==> src/core/codec_ctrl_pkg.sv <==
// Constants, types and decode helpers shared by the codec control register bank.
// Assumes a single 50 MHz clock domain and an APB slave with 32-bit data.
package codec_ctrl_pkg;

	// Bus widths.
	localparam int ADDR_W = 16;
	localparam int DATA_W = 32;
	localparam int REG_W  = 8;

	// Register indices; the byte address is four times the index.
	localparam logic [13:0] IDX_RST_PLL = 14'h1001;
	localparam logic [13:0] IDX_PIN_SEL = 14'h1002;
	localparam logic [13:0] IDX_PWR     = 14'h1003;

	// Writable bits and reset values.
	localparam logic [7:0] RST_PLL_WMASK = 8'hDE;
	localparam logic [7:0] RST_PLL_RESET = 8'h00;
	localparam logic [7:0] PIN_SEL_RESET = 8'h00;
	localparam logic [7:0] PWR_RESET     = 8'h00;

	// Field positions.
	localparam int PLL_MSB      = 7;
	localparam int UNIT_RST_MSB = 4;
	localparam int OSC_CTRL_BIT = 7;
	localparam int FMT_MSB      = 6;
	localparam int GP_DIR_MSB   = 4;
	localparam int GP_FUNC_BIT  = 0;
	localparam int SUSP_SEL_BIT = 7;
	localparam int IRQ_SEL_BIT  = 6;
	localparam int PD_MSB       = 5;

	// Oscillator settling time after a wake-up, in clock cycles.
	localparam int STABLE_CYCLES = 2048;

	typedef enum logic [1:0] {
		PLL_44K1 = 2'h0,
		PLL_32K  = 2'h1,
		PLL_48K  = 2'h2
	} pll_rate_e;

	typedef enum logic [1:0] {
		FMT_4PIN    = 2'h0,
		FMT_6PIN    = 2'h1,
		FMT_3PIN_IN = 2'h2
	} pin_fmt_e;

	// Both 00 and 11 select the 44.1 kHz family.
	function automatic pll_rate_e pll_map(input logic [1:0] f);
		pll_map = (f == 2'h3) ? PLL_44K1 : pll_rate_e'(f);
	endfunction

	// Both 10 and 11 select the three-pin input-only arrangement.
	function automatic pin_fmt_e fmt_map(input logic [1:0] f);
		fmt_map = f[1] ? FMT_3PIN_IN : pin_fmt_e'(f);
	endfunction

	// Word-aligned address match against a register index.
	function automatic logic reg_hit(input logic [ADDR_W-1:0] a, input logic [13:0] idx);
		reg_hit = (a == {idx, 2'b00});
	endfunction

endpackage

==> src/core/restart_if.sv <==
// Link between the register bank and the wake-up settling timer.
// Assumes both ends share one clock.
`timescale 1ns/1ps
interface restart_if;
	logic kick;
	logic irq_n;
	modport timer (input kick, output irq_n);
	modport ctrl  (output kick, input irq_n);
endinterface

==> src/core/codec_ctrl_regs.sv <==
// Control register bank of a USB audio codec: clock, reset, pin and power control.
// Assumes an APB master on clk and asynchronous status levels from the USB processor.
//
// The APB interface to the registers was decided locally.
`timescale 1ns/1ps
module codec_ctrl_regs #(
	parameter int STABLE = codec_ctrl_pkg::STABLE_CYCLES
) (
	input  wire logic                               clk,
	input  wire logic                               rst,
	input  wire logic [codec_ctrl_pkg::ADDR_W-1:0]  paddr,
	input  wire logic                               psel,
	input  wire logic                               penable,
	input  wire logic                               pwrite,
	input  wire logic [codec_ctrl_pkg::DATA_W-1:0]  pwdata,
	output logic      [codec_ctrl_pkg::DATA_W-1:0]  prdata,
	output logic                                    pready,
	output logic                                    pslverr,
	input  wire logic                               usb_clk_on,
	input  wire logic                               usb_suspend,
	input  wire logic                               usb_irq_n,
	input  wire logic                               micro_powerdown,
	output codec_ctrl_pkg::pll_rate_e               audio_pll_rate,
	output logic      [3:0]                         unit_reset,
	output logic                                    osc48_en,
	output codec_ctrl_pkg::pin_fmt_e                serial_pin_mode,
	output logic                                    gen_io_gpio,
	output logic      [3:0]                         gen_io_oe,
	output logic                                    port3_bit1,
	output logic                                    ext_irq_one_n,
	output logic      [5:0]                         analog_pd
);
	import codec_ctrl_pkg::*;

	typedef struct packed {
		logic [7:0]  rst_pll;
		logic [7:0]  pin_sel;
		logic [7:0]  pwr;
		logic        pready;
		logic        pslverr;
		logic [7:0]  rdata;
		logic        clk_on_prev;
		logic        wake;
		pll_rate_e   pll_rate;
		logic [3:0]  unit_rst;
		logic        osc_en;
		pin_fmt_e    pin_fmt;
		logic        gpio;
		logic [3:0]  gpio_oe;
		logic        p31;
		logic        p33;
		logic [5:0]  pd;
	} regs_s;

	regs_s q;
	regs_s d;

	localparam regs_s RESET_STATE = '{
		rst_pll: RST_PLL_RESET,
		pin_sel: PIN_SEL_RESET,
		pwr: PWR_RESET,
		pready: 1'b0,
		pslverr: 1'b0,
		rdata: 8'h00,
		clk_on_prev: 1'b0,
		wake: 1'b0,
		pll_rate: PLL_44K1,
		unit_rst: 4'h0,
		osc_en: 1'b1,
		pin_fmt: FMT_4PIN,
		gpio: 1'b0,
		gpio_oe: 4'h0,
		p31: 1'b0,
		p33: 1'b1,
		pd: 6'h00
	};

	// Pin levels from the USB processor cross into this clock first.
	logic       clk_on_s;
	logic       susp_s;
	logic       usb_irq_n_s;
	sync2 #(
		.W    (3),
		.INIT (3'h1)
	) u_sync (
		.clk   (clk),
		.rst   (rst),
		.d_in  ({usb_clk_on, usb_suspend, usb_irq_n}),
		.q_out ({clk_on_s, susp_s, usb_irq_n_s})
	);

	restart_if rif ();

	restart_timer #(
		.CYCLES (STABLE)
	) u_timer (
		.clk (clk),
		.rst (rst),
		.rif (rif.timer)
	);

	// Bus decode terms; access completes in the cycle after setup.
	logic setup;
	logic access;
	logic hit_a;
	logic hit_b;
	logic hit_c;
	assign setup  = psel && !penable;
	assign access = psel && penable && q.pready;
	assign hit_a  = reg_hit(paddr, IDX_RST_PLL);
	assign hit_b  = reg_hit(paddr, IDX_PIN_SEL);
	assign hit_c  = reg_hit(paddr, IDX_PWR);

	// A wake-up is the rising edge of the synchronised restart suspend.
	assign rif.kick = clk_on_s && !q.clk_on_prev;

	// Next state of registers, bus answer and registered outputs.
	always_comb begin
		d = q;
		d.pready = setup;
		d.pslverr = setup && !(hit_a || hit_b || hit_c);
		d.clk_on_prev = clk_on_s;
		// Read data is fetched during setup so that it stands from a flop.
		if (setup) begin
			d.rdata = hit_a ? q.rst_pll :
			          hit_b ? q.pin_sel :
			          hit_c ? q.pwr : 8'h00;
		end
		if (access && pwrite) begin
			if (hit_a) begin
				d.rst_pll = pwdata[7:0] & RST_PLL_WMASK;
			end
			if (hit_b) begin
				d.pin_sel = pwdata[7:0];
			end
			if (hit_c) begin
				d.pwr = pwdata[7:0];
			end
		end
		d.pll_rate = pll_map(q.rst_pll[PLL_MSB -: 2]);
		d.unit_rst = q.rst_pll[UNIT_RST_MSB -: 4];
		// oscillator wake
		// The wake latch keeps the oscillator running until the micro leaves
		// power-down; dropping it earlier would stop the clock mid-settle.
		if (rif.kick) begin
			d.wake = 1'b1;
		end else if (!micro_powerdown) begin
			d.wake = 1'b0;
		end
		d.osc_en = !q.pin_sel[OSC_CTRL_BIT] || !micro_powerdown || q.wake;
		d.pin_fmt = fmt_map(q.pin_sel[FMT_MSB -: 2]);
		d.gpio = q.pin_sel[GP_FUNC_BIT];
		d.gpio_oe = {4{q.pin_sel[GP_FUNC_BIT]}} & ~q.pin_sel[GP_DIR_MSB -: 4];
		d.p31 = q.pwr[SUSP_SEL_BIT] ? clk_on_s : susp_s;
		d.p33 = q.pwr[IRQ_SEL_BIT] ? rif.irq_n : usb_irq_n_s;
		d.pd = q.pwr[PD_MSB:0];
	end

	always_ff @(posedge clk) begin
		if (rst) begin
			q <= RESET_STATE;
		end else begin
			q <= d;
		end
	end

	// Every output is a flop of the state; upper read bits are always zero.
	assign prdata          = {24'h000000, q.rdata};
	assign pready          = q.pready;
	assign pslverr         = q.pslverr;
	assign audio_pll_rate  = q.pll_rate;
	assign unit_reset      = q.unit_rst;
	assign osc48_en        = q.osc_en;
	assign serial_pin_mode = q.pin_fmt;
	assign gen_io_gpio     = q.gpio;
	assign gen_io_oe       = q.gpio_oe;
	assign port3_bit1      = q.p31;
	assign ext_irq_one_n   = q.p33;
	assign analog_pd       = q.pd;

	// Writes land in the register at the access edge and in the pins one edge later.
	logic wr_a;
	logic wr_b;
	logic wr_c;
	assign wr_a = access && pwrite && hit_a;
	assign wr_b = access && pwrite && hit_b;
	assign wr_c = access && pwrite && hit_c;
endmodule

==> src/core/sync2.sv <==
// Two flip-flop synchroniser for a vector of independent levels.
// Assumes each bit is a slow level; multi-bit words are not kept coherent.
`timescale 1ns/1ps
module sync2 #(
	parameter int         W    = 1,
	parameter logic [W-1:0] INIT = '0
) (
	input  wire logic         clk,
	input  wire logic         rst,
	input  wire logic [W-1:0] d_in,
	output logic      [W-1:0] q_out
);
	typedef struct packed {
		logic [W-1:0] s1;
		logic [W-1:0] s2;
	} sy_s;

	sy_s q;
	sy_s d;

	// The first stage feeds only the second stage.
	always_comb begin
		d.s1 = d_in;
		d.s2 = q.s1;
	end

	always_ff @(posedge clk) begin
		if (rst) begin
			q <= '{s1: INIT, s2: INIT};
		end else begin
			q <= d;
		end
	end

	assign q_out = q.s2;
endmodule

==> src/core/restart_timer.sv <==
// Settling timer started by a wake-up: holds the restart interrupt low while counting.
// Assumes kick is a one-cycle pulse on the same clock.
`timescale 1ns/1ps
module restart_timer #(
	parameter int CYCLES = codec_ctrl_pkg::STABLE_CYCLES
) (
	input wire logic clk,
	input wire logic rst,
	restart_if.timer rif
);
	import codec_ctrl_pkg::*;

	localparam int CW = $clog2(CYCLES);
	localparam logic [CW-1:0] LAST = CW'(CYCLES - 1);
	localparam logic [CW:0] FULL = (CW + 1)'(CYCLES);

	typedef enum logic {
		T_IDLE  = 1'b0,
		T_COUNT = 1'b1
	} tstate_e;

	typedef struct packed {
		tstate_e        st;
		logic [CW-1:0]  cnt;
		logic           irq_n;
	} tmr_s;

	tmr_s q;
	tmr_s d;

	// count then rise
	// A new kick while counting starts the wait over, so the edge always
	// comes a full settling time after the latest wake-up.
	always_comb begin
		d = q;
		unique case (q.st)
			T_IDLE: begin
				if (rif.kick) begin
					d.st = T_COUNT;
					d.cnt = '0;
					d.irq_n = 1'b0;
				end
			end
			T_COUNT: begin
				if (rif.kick) begin
					d.cnt = '0;
				end else if (q.cnt == LAST) begin
					d.st = T_IDLE;
					d.irq_n = 1'b1;
				end else begin
					d.cnt = q.cnt + 1'b1;
				end
			end
		endcase
	end

	always_ff @(posedge clk) begin
		if (rst) begin
			q <= '{st: T_IDLE, cnt: '0, irq_n: 1'b1};
		end else begin
			q <= d;
		end
	end

	assign rif.irq_n = q.irq_n;

	// Length of the current low phase, for checking only.
	logic [CW:0] lo_len;
	always_ff @(posedge clk) begin
		if (rst || rif.kick || q.irq_n) begin
			lo_len <= '0;
		end else begin
			lo_len <= lo_len + 1'b1;
		end
	end
endmodule

==> config.mk <==
export PLATFORM = sky130hd
export DESIGN_NAME = codec_ctrl_regs
export DESIGN_NICKNAME = d
export VERILOG_FILES = /design/src/core/codec_ctrl_pkg.sv /design/src/core/restart_if.sv /design/src/core/codec_ctrl_regs.sv /design/src/core/sync2.sv /design/src/core/restart_timer.sv
export SDC_FILE = /design/constraint.sdc
export NUM_CORES = 1
export LEC_CHECK = 0
export ABC_CLOCK_PERIOD_IN_PS = 2800
export BUFFER_PORTS_ARGS = -buffer_cell sky130_fd_sc_hd__buf_2
export CORE_MARGIN = 4
export CORE_UTILIZATION = 50
export DETAILED_ROUTE_END_ITERATION = 6
export MAX_ROUTING_LAYER = met4
export PLACE_DENSITY = 0.86
export SYNTH_ARGS = -nofsm -noshare
export SYNTH_HDL_FRONTEND = slang
export SYNTH_HIERARCHICAL = 1
export SYNTH_SLANG_ARGS = --single-unit
export TNS_END_PERCENT = 100
==> constraint.sdc <==
create_clock -name clk -period 2.8 [get_ports clk]
set_input_delay 0.56 -clock clk [delete_from_list [all_inputs] [get_ports clk]]
set_output_delay 0.56 -clock clk [all_outputs]
set_load 0.1 [all_outputs]
* Yosys cells after proc, flatten, opt, wreduce, memory -nomap -nowiden *
Cells that the tools add are included.

word-level totals
  flip-flop bits (word level) = 75
  bits in latches = 0
  bits in writable memories = 0
  memory bits (read-only) = 0
  bits of input ports = 57
  output and inout bits = 56
  logic and storage cells = 75
  memories kept = 0

operators by class
  $add $sub $neg = 1
  multiply operators = 0
  div/mod/pow operators = 0
  $lt $le $gt $ge = 0
  eq/ne operators = 10
  shift-type cells = 0
  muxes and demuxes = 16
  bitwise gates (word level) = 3
  reductions and logical operators = 22

operators with widths
  kind                     number
  $eq A16 B15 Y1 const B   3
  $pmux W13 S2             1
  $mux W8                  3
  $mux W11                 2
  $mux W13                 1
  $add A11 B1 Y11 const B  1
  $eq A11 B11 Y1 const B   1
  $mux W1                  8
  $reduce_and A2 Y1        4
  $logic_and A1 B1 Y1      6
  $ne A2 B2 Y1 const B     3
  $logic_not A1 Y1         5
  $and A4 B4 Y4            1
  $logic_or A1 B1 Y1       4
  $not A4 Y4               1
  $reduce_or A2 Y1         2
  $ne A3 B3 Y1 const B     1
  $reduce_and A3 Y1        1
  $eq A2 B2 Y1 const B     1
  $mux W2                  1
  $ne A2 B1 Y1 const B     1
  $not A1 Y1               1

* Depth between registers and ports, before layout *
  depth in word-level cells = 5
  mapped depth = 6
  depth with buffers taken out = 4

* Hierarchy *
The synthesis kept the hierarchy.

by module, submodules not included
  module           times used  cells an instance  area an instance (um^2)  sequential area each (um^2)
  codec_ctrl_regs  1           248                2443.6                   1121.1
  restart_timer    1           82                 750.7                    260.2
  sync2            1           12                 157.7                    120.1

* Least setup slack after synthesis *
Ideal clock, no wire load.

  path kind = input-to-reg
  start = input port paddr[9] in the netlist's numbering
  end = register q (netlist bit d[1])
  arrival = 2253 ps
  data required time = 2686 ps
  setup slack = 433 ps
  stages = 6
  cell sequence = or4_4 or4_4 buf_6 or2_1 buf_6 a21o_1

between the ends
  word-level cells in the longest chain between the ends = 2

RTL lines
  item                                RTL line                source
  start: declaration                  codec_ctrl_regs.sv:11   input wire logic [codec_ctrl_pkg::ADDR_W-1:0] paddr,
  $eq A16 B15 Y1                      codec_ctrl_pkg.sv:59    reg_hit = (a == {idx, 2'b00});
  $reduce_and A2 Y1 (no source line)  -
  end signal: assignment              codec_ctrl_regs.sv:161  q <= RESET_STATE;
  end signal: assignment              codec_ctrl_regs.sv:163  q <= d;
  end: declaration                    codec_ctrl_regs.sv:55   regs_s q;

No other way between the ends.
A chain may end at the register's enable or synchronous reset.

* Worst setup path after layout *
  start = input port paddr[9] in the netlist's numbering
  end = register q (netlist bit d[5])

Same word-level chain as after synthesis.

==> metrics.txt <==
# TYPE chip_impl_metric gauge
chip_impl_metric{name="ys_seq_area_frac",unit=""} 0.448
chip_impl_metric{name="setup_tns",unit="ps"} 0
chip_impl_info{name="synthFlopType",value="dfxtp_1"} 1
chip_impl_metric{name="drtIter0Drc",unit=""} 103
chip_impl_metric{name="finalHoldViolations",unit=""} 0
chip_impl_metric{name="setup_viol",unit=""} 0
chip_impl_metric{name="overall_die_height",unit="µm"} 89.9
chip_impl_metric{name="synth_adder_area_share",unit=""} 0.00373
chip_impl_metric{name="cts_sinks",unit=""} 75
chip_impl_metric{name="number_of_post_cts_setup_repair_buffers",unit=""} 0
chip_impl_metric{name="wire_length_of_the_first_global_routing_pass",unit="mm"} 10.6
chip_impl_metric{name="syn_area_cell",unit="µm²"} 9.80
chip_impl_info{name="root_buffer",value="clkbuf_8"} 1
chip_impl_metric{name="path_max_fanout",unit=""} 9
chip_impl_metric{name="globalplace.congestion",unit=""} 0.920
chip_impl_metric{name="max_cap_viol_count",unit=""} 0
chip_impl_info{name="critPathLaunchType",value="input pin"} 1
chip_impl_metric{name="post-route-min-period",unit="ps"} 2180
chip_impl_metric{name="initial_utilization",unit=""} 0.522
chip_impl_metric{name="ys_async_sr_fraction",unit=""} 0
chip_impl_metric{name="stdcell_count",unit=""} 460
chip_impl_metric{name="deepest_clock_path_buffer_count",unit=""} 2
chip_impl_metric{name="insertedDiodeCount",unit=""} 0
chip_impl_info{name="worst_hold_path_type",value="in -> reg"} 1
chip_impl_metric{name="placed_cells",unit=""} 445
chip_impl_metric{name="xor_and_xnor_fraction_of_the_mapped_netlist_area",unit=""} 0
chip_impl_metric{name="post_synthesis_simple_gate_area_fraction",unit=""} 0.220
chip_impl_info{name="dominant_combinational_cell_family_by_area_after_synthesis",value="simple AND/OR/NAND/NOR gates"} 1
chip_impl_metric{name="placementRows",unit=""} 29
chip_impl_metric{name="number_of_global_route_vias_before_repair",unit=""} 2224
chip_impl_metric{name="hold_buffers",unit=""} 0
chip_impl_metric{name="syn_area",unit="µm²"} 3350
chip_impl_info{name="worst-setup-path-type",value="in -> reg"} 1
chip_impl_metric{name="floorplan.core_area",unit="µm²"} 6420
chip_impl_metric{name="grt_remaining_overflow",unit=""} 0
chip_impl_metric{name="cts_resized",unit=""} 0
chip_impl_metric{name="boundaryPins",unit=""} 113
chip_impl_metric{name="area_fraction_in_compound_gates_after_synthesis",unit=""} 0.106
chip_impl_metric{name="flow.area_growth_from_synthesis",unit="%"} 7.43
chip_impl_metric{name="crit_required",unit="ps"} 3040
chip_impl_metric{name="drt_drc_violations_left",unit=""} 0
chip_impl_metric{name="powerDensity",unit="nW/µm²"} 581
chip_impl_metric{name="die_width",unit="µm"} 89.9
chip_impl_metric{name="dieArea",unit="µm²"} 8080
chip_impl_metric{name="detail_route.first_pass.iterations",unit=""} 4
chip_impl_metric{name="grt_max_degree",unit=""} 52
chip_impl_metric{name="synth-edff-count",unit=""} 0
chip_impl_metric{name="cts_made_buffers",unit=""} 9
chip_impl_metric{name="route.final.wire_length",unit="mm"} 6.40
chip_impl_metric{name="port_buffers",unit=""} 64
chip_impl_metric{name="irDropWorstVdd",unit="µV"} 456
chip_impl_metric{name="max_slew_margin",unit=""} 0.587
chip_impl_metric{name="path_clk_slew",unit="ps"} 70
chip_impl_metric{name="yosys_register_bits",unit=""} 75
chip_impl_metric{name="place.detailed.hpwl",unit="mm"} 4.72
chip_impl_metric{name="cellLeakagePower",unit="nW"} 1.62
chip_impl_metric{name="antenna_violations_before_repair",unit=""} 0
chip_impl_metric{name="clk_latency",unit="ps"} 340
chip_impl_metric{name="drive_gt1_frac",unit=""} 0.248
chip_impl_info{name="cts_tree",value="done"} 1
chip_impl_metric{name="timing.clock.skew",unit="ps"} 4.42
chip_impl_metric{name="routed_wire_length_per_instance",unit="µm"} 13.9
chip_impl_metric{name="fin_hold_ws",unit="ps"} 393
chip_impl_info{name="critical_path.endpoint_type",value="flip-flop"} 1
chip_impl_metric{name="worst-slew-pin-transition",unit="ps"} 617
chip_impl_metric{name="multiplexer_fraction_of_the_synthesized_cell_area",unit=""} 0.0717
chip_impl_metric{name="maximum_frequency_from_static_timing_analysis",unit="MHz"} 459
chip_impl_metric{name="routed-via-count",unit=""} 2394
chip_impl_metric{name="globalRouteTotalUtil",unit=""} 0.169
chip_impl_metric{name="postSynthCellCount",unit=""} 342
chip_impl_metric{name="synth.lib_cells_used.distinct",unit=""} 51
chip_impl_metric{name="viasPerCell",unit=""} 5.20
chip_impl_info{name="run_status",value="completed"} 1
chip_impl_metric{name="cts_max_level",unit=""} 3
chip_impl_metric{name="detail-route-antenna-nets",unit=""} 0
chip_impl_metric{name="final_net_count",unit=""} 437
chip_impl_metric{name="yosysWarnings",unit=""} 6
chip_impl_info{name="grt_setup_unrepaired",value="no"} 1
chip_impl_metric{name="period_share",unit=""} 0.777
chip_impl_metric{name="timing.final.max_slew_violations",unit=""} 0
chip_impl_metric{name="crit_arrival",unit="ps"} 2420
-- synthesized netlist by cell type, types with 2 or more instances --
master / count / share of area
dfxtp_1: 75 / 0.45
buf_4: 50 / 0.11
mux2i_1: 24 / 0.072
nand2b_1: 22 / 0.041
nor2b_1: 17 / 0.032
nand2_1: 13 / 0.015
nand3_1: 11 / 0.016
o21ai_0: 11 / 0.016
nor2_1: 10 / 0.011
inv_1: 9 / 0.010
nor3_1: 7 / 0.010
o211ai_1: 7 / 0.016
a21o_1: 6 / 0.013
a21oi_1: 6 / 0.0090
clkbuf_1: 6 / 0.0067
a31oi_1: 5 / 0.0093
and4_1: 4 / 0.010
buf_2: 4 / 0.0060
buf_6: 4 / 0.013
nor4b_1: 4 / 0.010
nand4_1: 3 / 0.0056
nor3b_1: 3 / 0.0067
o21ai_1: 3 / 0.0045
or2_1: 3 / 0.0056
or4_4: 3 / 0.010
a211oi_2: 2 / 0.0075
a311oi_1: 2 / 0.0052
a32oi_1: 2 / 0.0052
and2_1: 2 / 0.0037
and3_2: 2 / 0.0045
or3_1: 2 / 0.0037
-- cells in the final DEF (no fill, tap or decap), types with 9 or more instances in the layout --
| cell type | instances |
|---|---|
| o21ai_0 | 11 |
| nor2_1 | 10 |
| nand2_1 | 13 |
| nand2b_1 | 22 |
| nand3_1 | 11 |
| buf_2 | 64 |
| clkbuf_8 | 9 |
| dfxtp_1 | 75 |
| conb_1 | 24 |
| nor2b_1 | 17 |
| inv_1 | 9 |
| mux2i_1 | 24 |
-- cell type report --
| type | instances | area (µm²) |
|---|---|---|
| tap | 77 | 96.3 |
| timing repair buffer | 68 | 350 |
| multi-input combinational | 216 | 1440 |
| inverter | 9 | 33.8 |
| clock inverter | 5 | 55.1 |
| clock buffer | 10 | 128 |
| sequential | 75 | 1500 |
| fill | 554 | 2820 |
-- worst paths after layout --
check	slack [ps]	cells past startpoint	from	endpoint
worst max register to register	1130	4	pready$_SDFF_PP0_	d[5]$_SDFFE_PP0P_
worst min-delay path	390	2	usb_irq_n	u_sync/d[0]$_SDFF_PP1_
worst max-delay path	620	5	paddr[9]	d[5]$_SDFFE_PP0P_
worst min register to register	410	1	u_sync/d[0]$_SDFF_PP1_	u_sync/q_out[0]$_SDFF_PP1_
-- report_power, final --
group	internal, W	switching (W)
logic	0.0000409	0.000199
registers	0.00108	0.00000765
clock network	0.000403	0.000364
total	0.00152	0.000571
-- sequential cells by signal, summed over array words and instances, names as in the netlist, 2 cells and up --
signal / cells
unit_reset: 4
u_sync/q_out: 3
analog_pd: 6
d: 11
u_timer/q: 12
q: 13
prdata: 8
u_sync/d: 3
serial_pin_mode: 2
audio_pll_rate: 2
gen_io_oe: 4
-- routing by layer --
metal  global-route usage  wire [µm]  up-vias  part of all wire
met1                0.188       2730     1114              0.43
met5                    -          0        -                 0
met4               0.0497         52        0            0.0081
met3               0.0601        407        7             0.064
li1                     -          -     1199                 -
met2                0.285       3210       74              0.50
-- critical path, stage by stage --
cell,delay (ps)
buf_2,100
or4_4,550
or4_4,610
or2_1,390
a21o_1,200
-- metrics by stage --
step | power, W | utilization | worst slack [ps] | instance area [µm²]
floorplan | 0.00133 | - | 433 | 3440
global placement | 0.00135 | 0.532 | 295 | 3420
detailed placement | 0.00135 | 0.532 | 265 | 3420
CTS | 0.00211 | 0.561 | 639 | 3600
global route | 0.00217 | 0.561 | 597 | 3600
finish | 0.00209 | 0.561 | 623 | 3600
-- cell families (layout without fill, tap and decap cells) --
logic type	after synthesis	count (layout)
AOI/OAI and AO/OA	51	51
muxes	24	24
other	1	24
and+or+nand+nor	116	116
buffers and inverters	74	92
adders and majority gates	1	1
DFF	75	75
(Power assumes the default switching activity.)
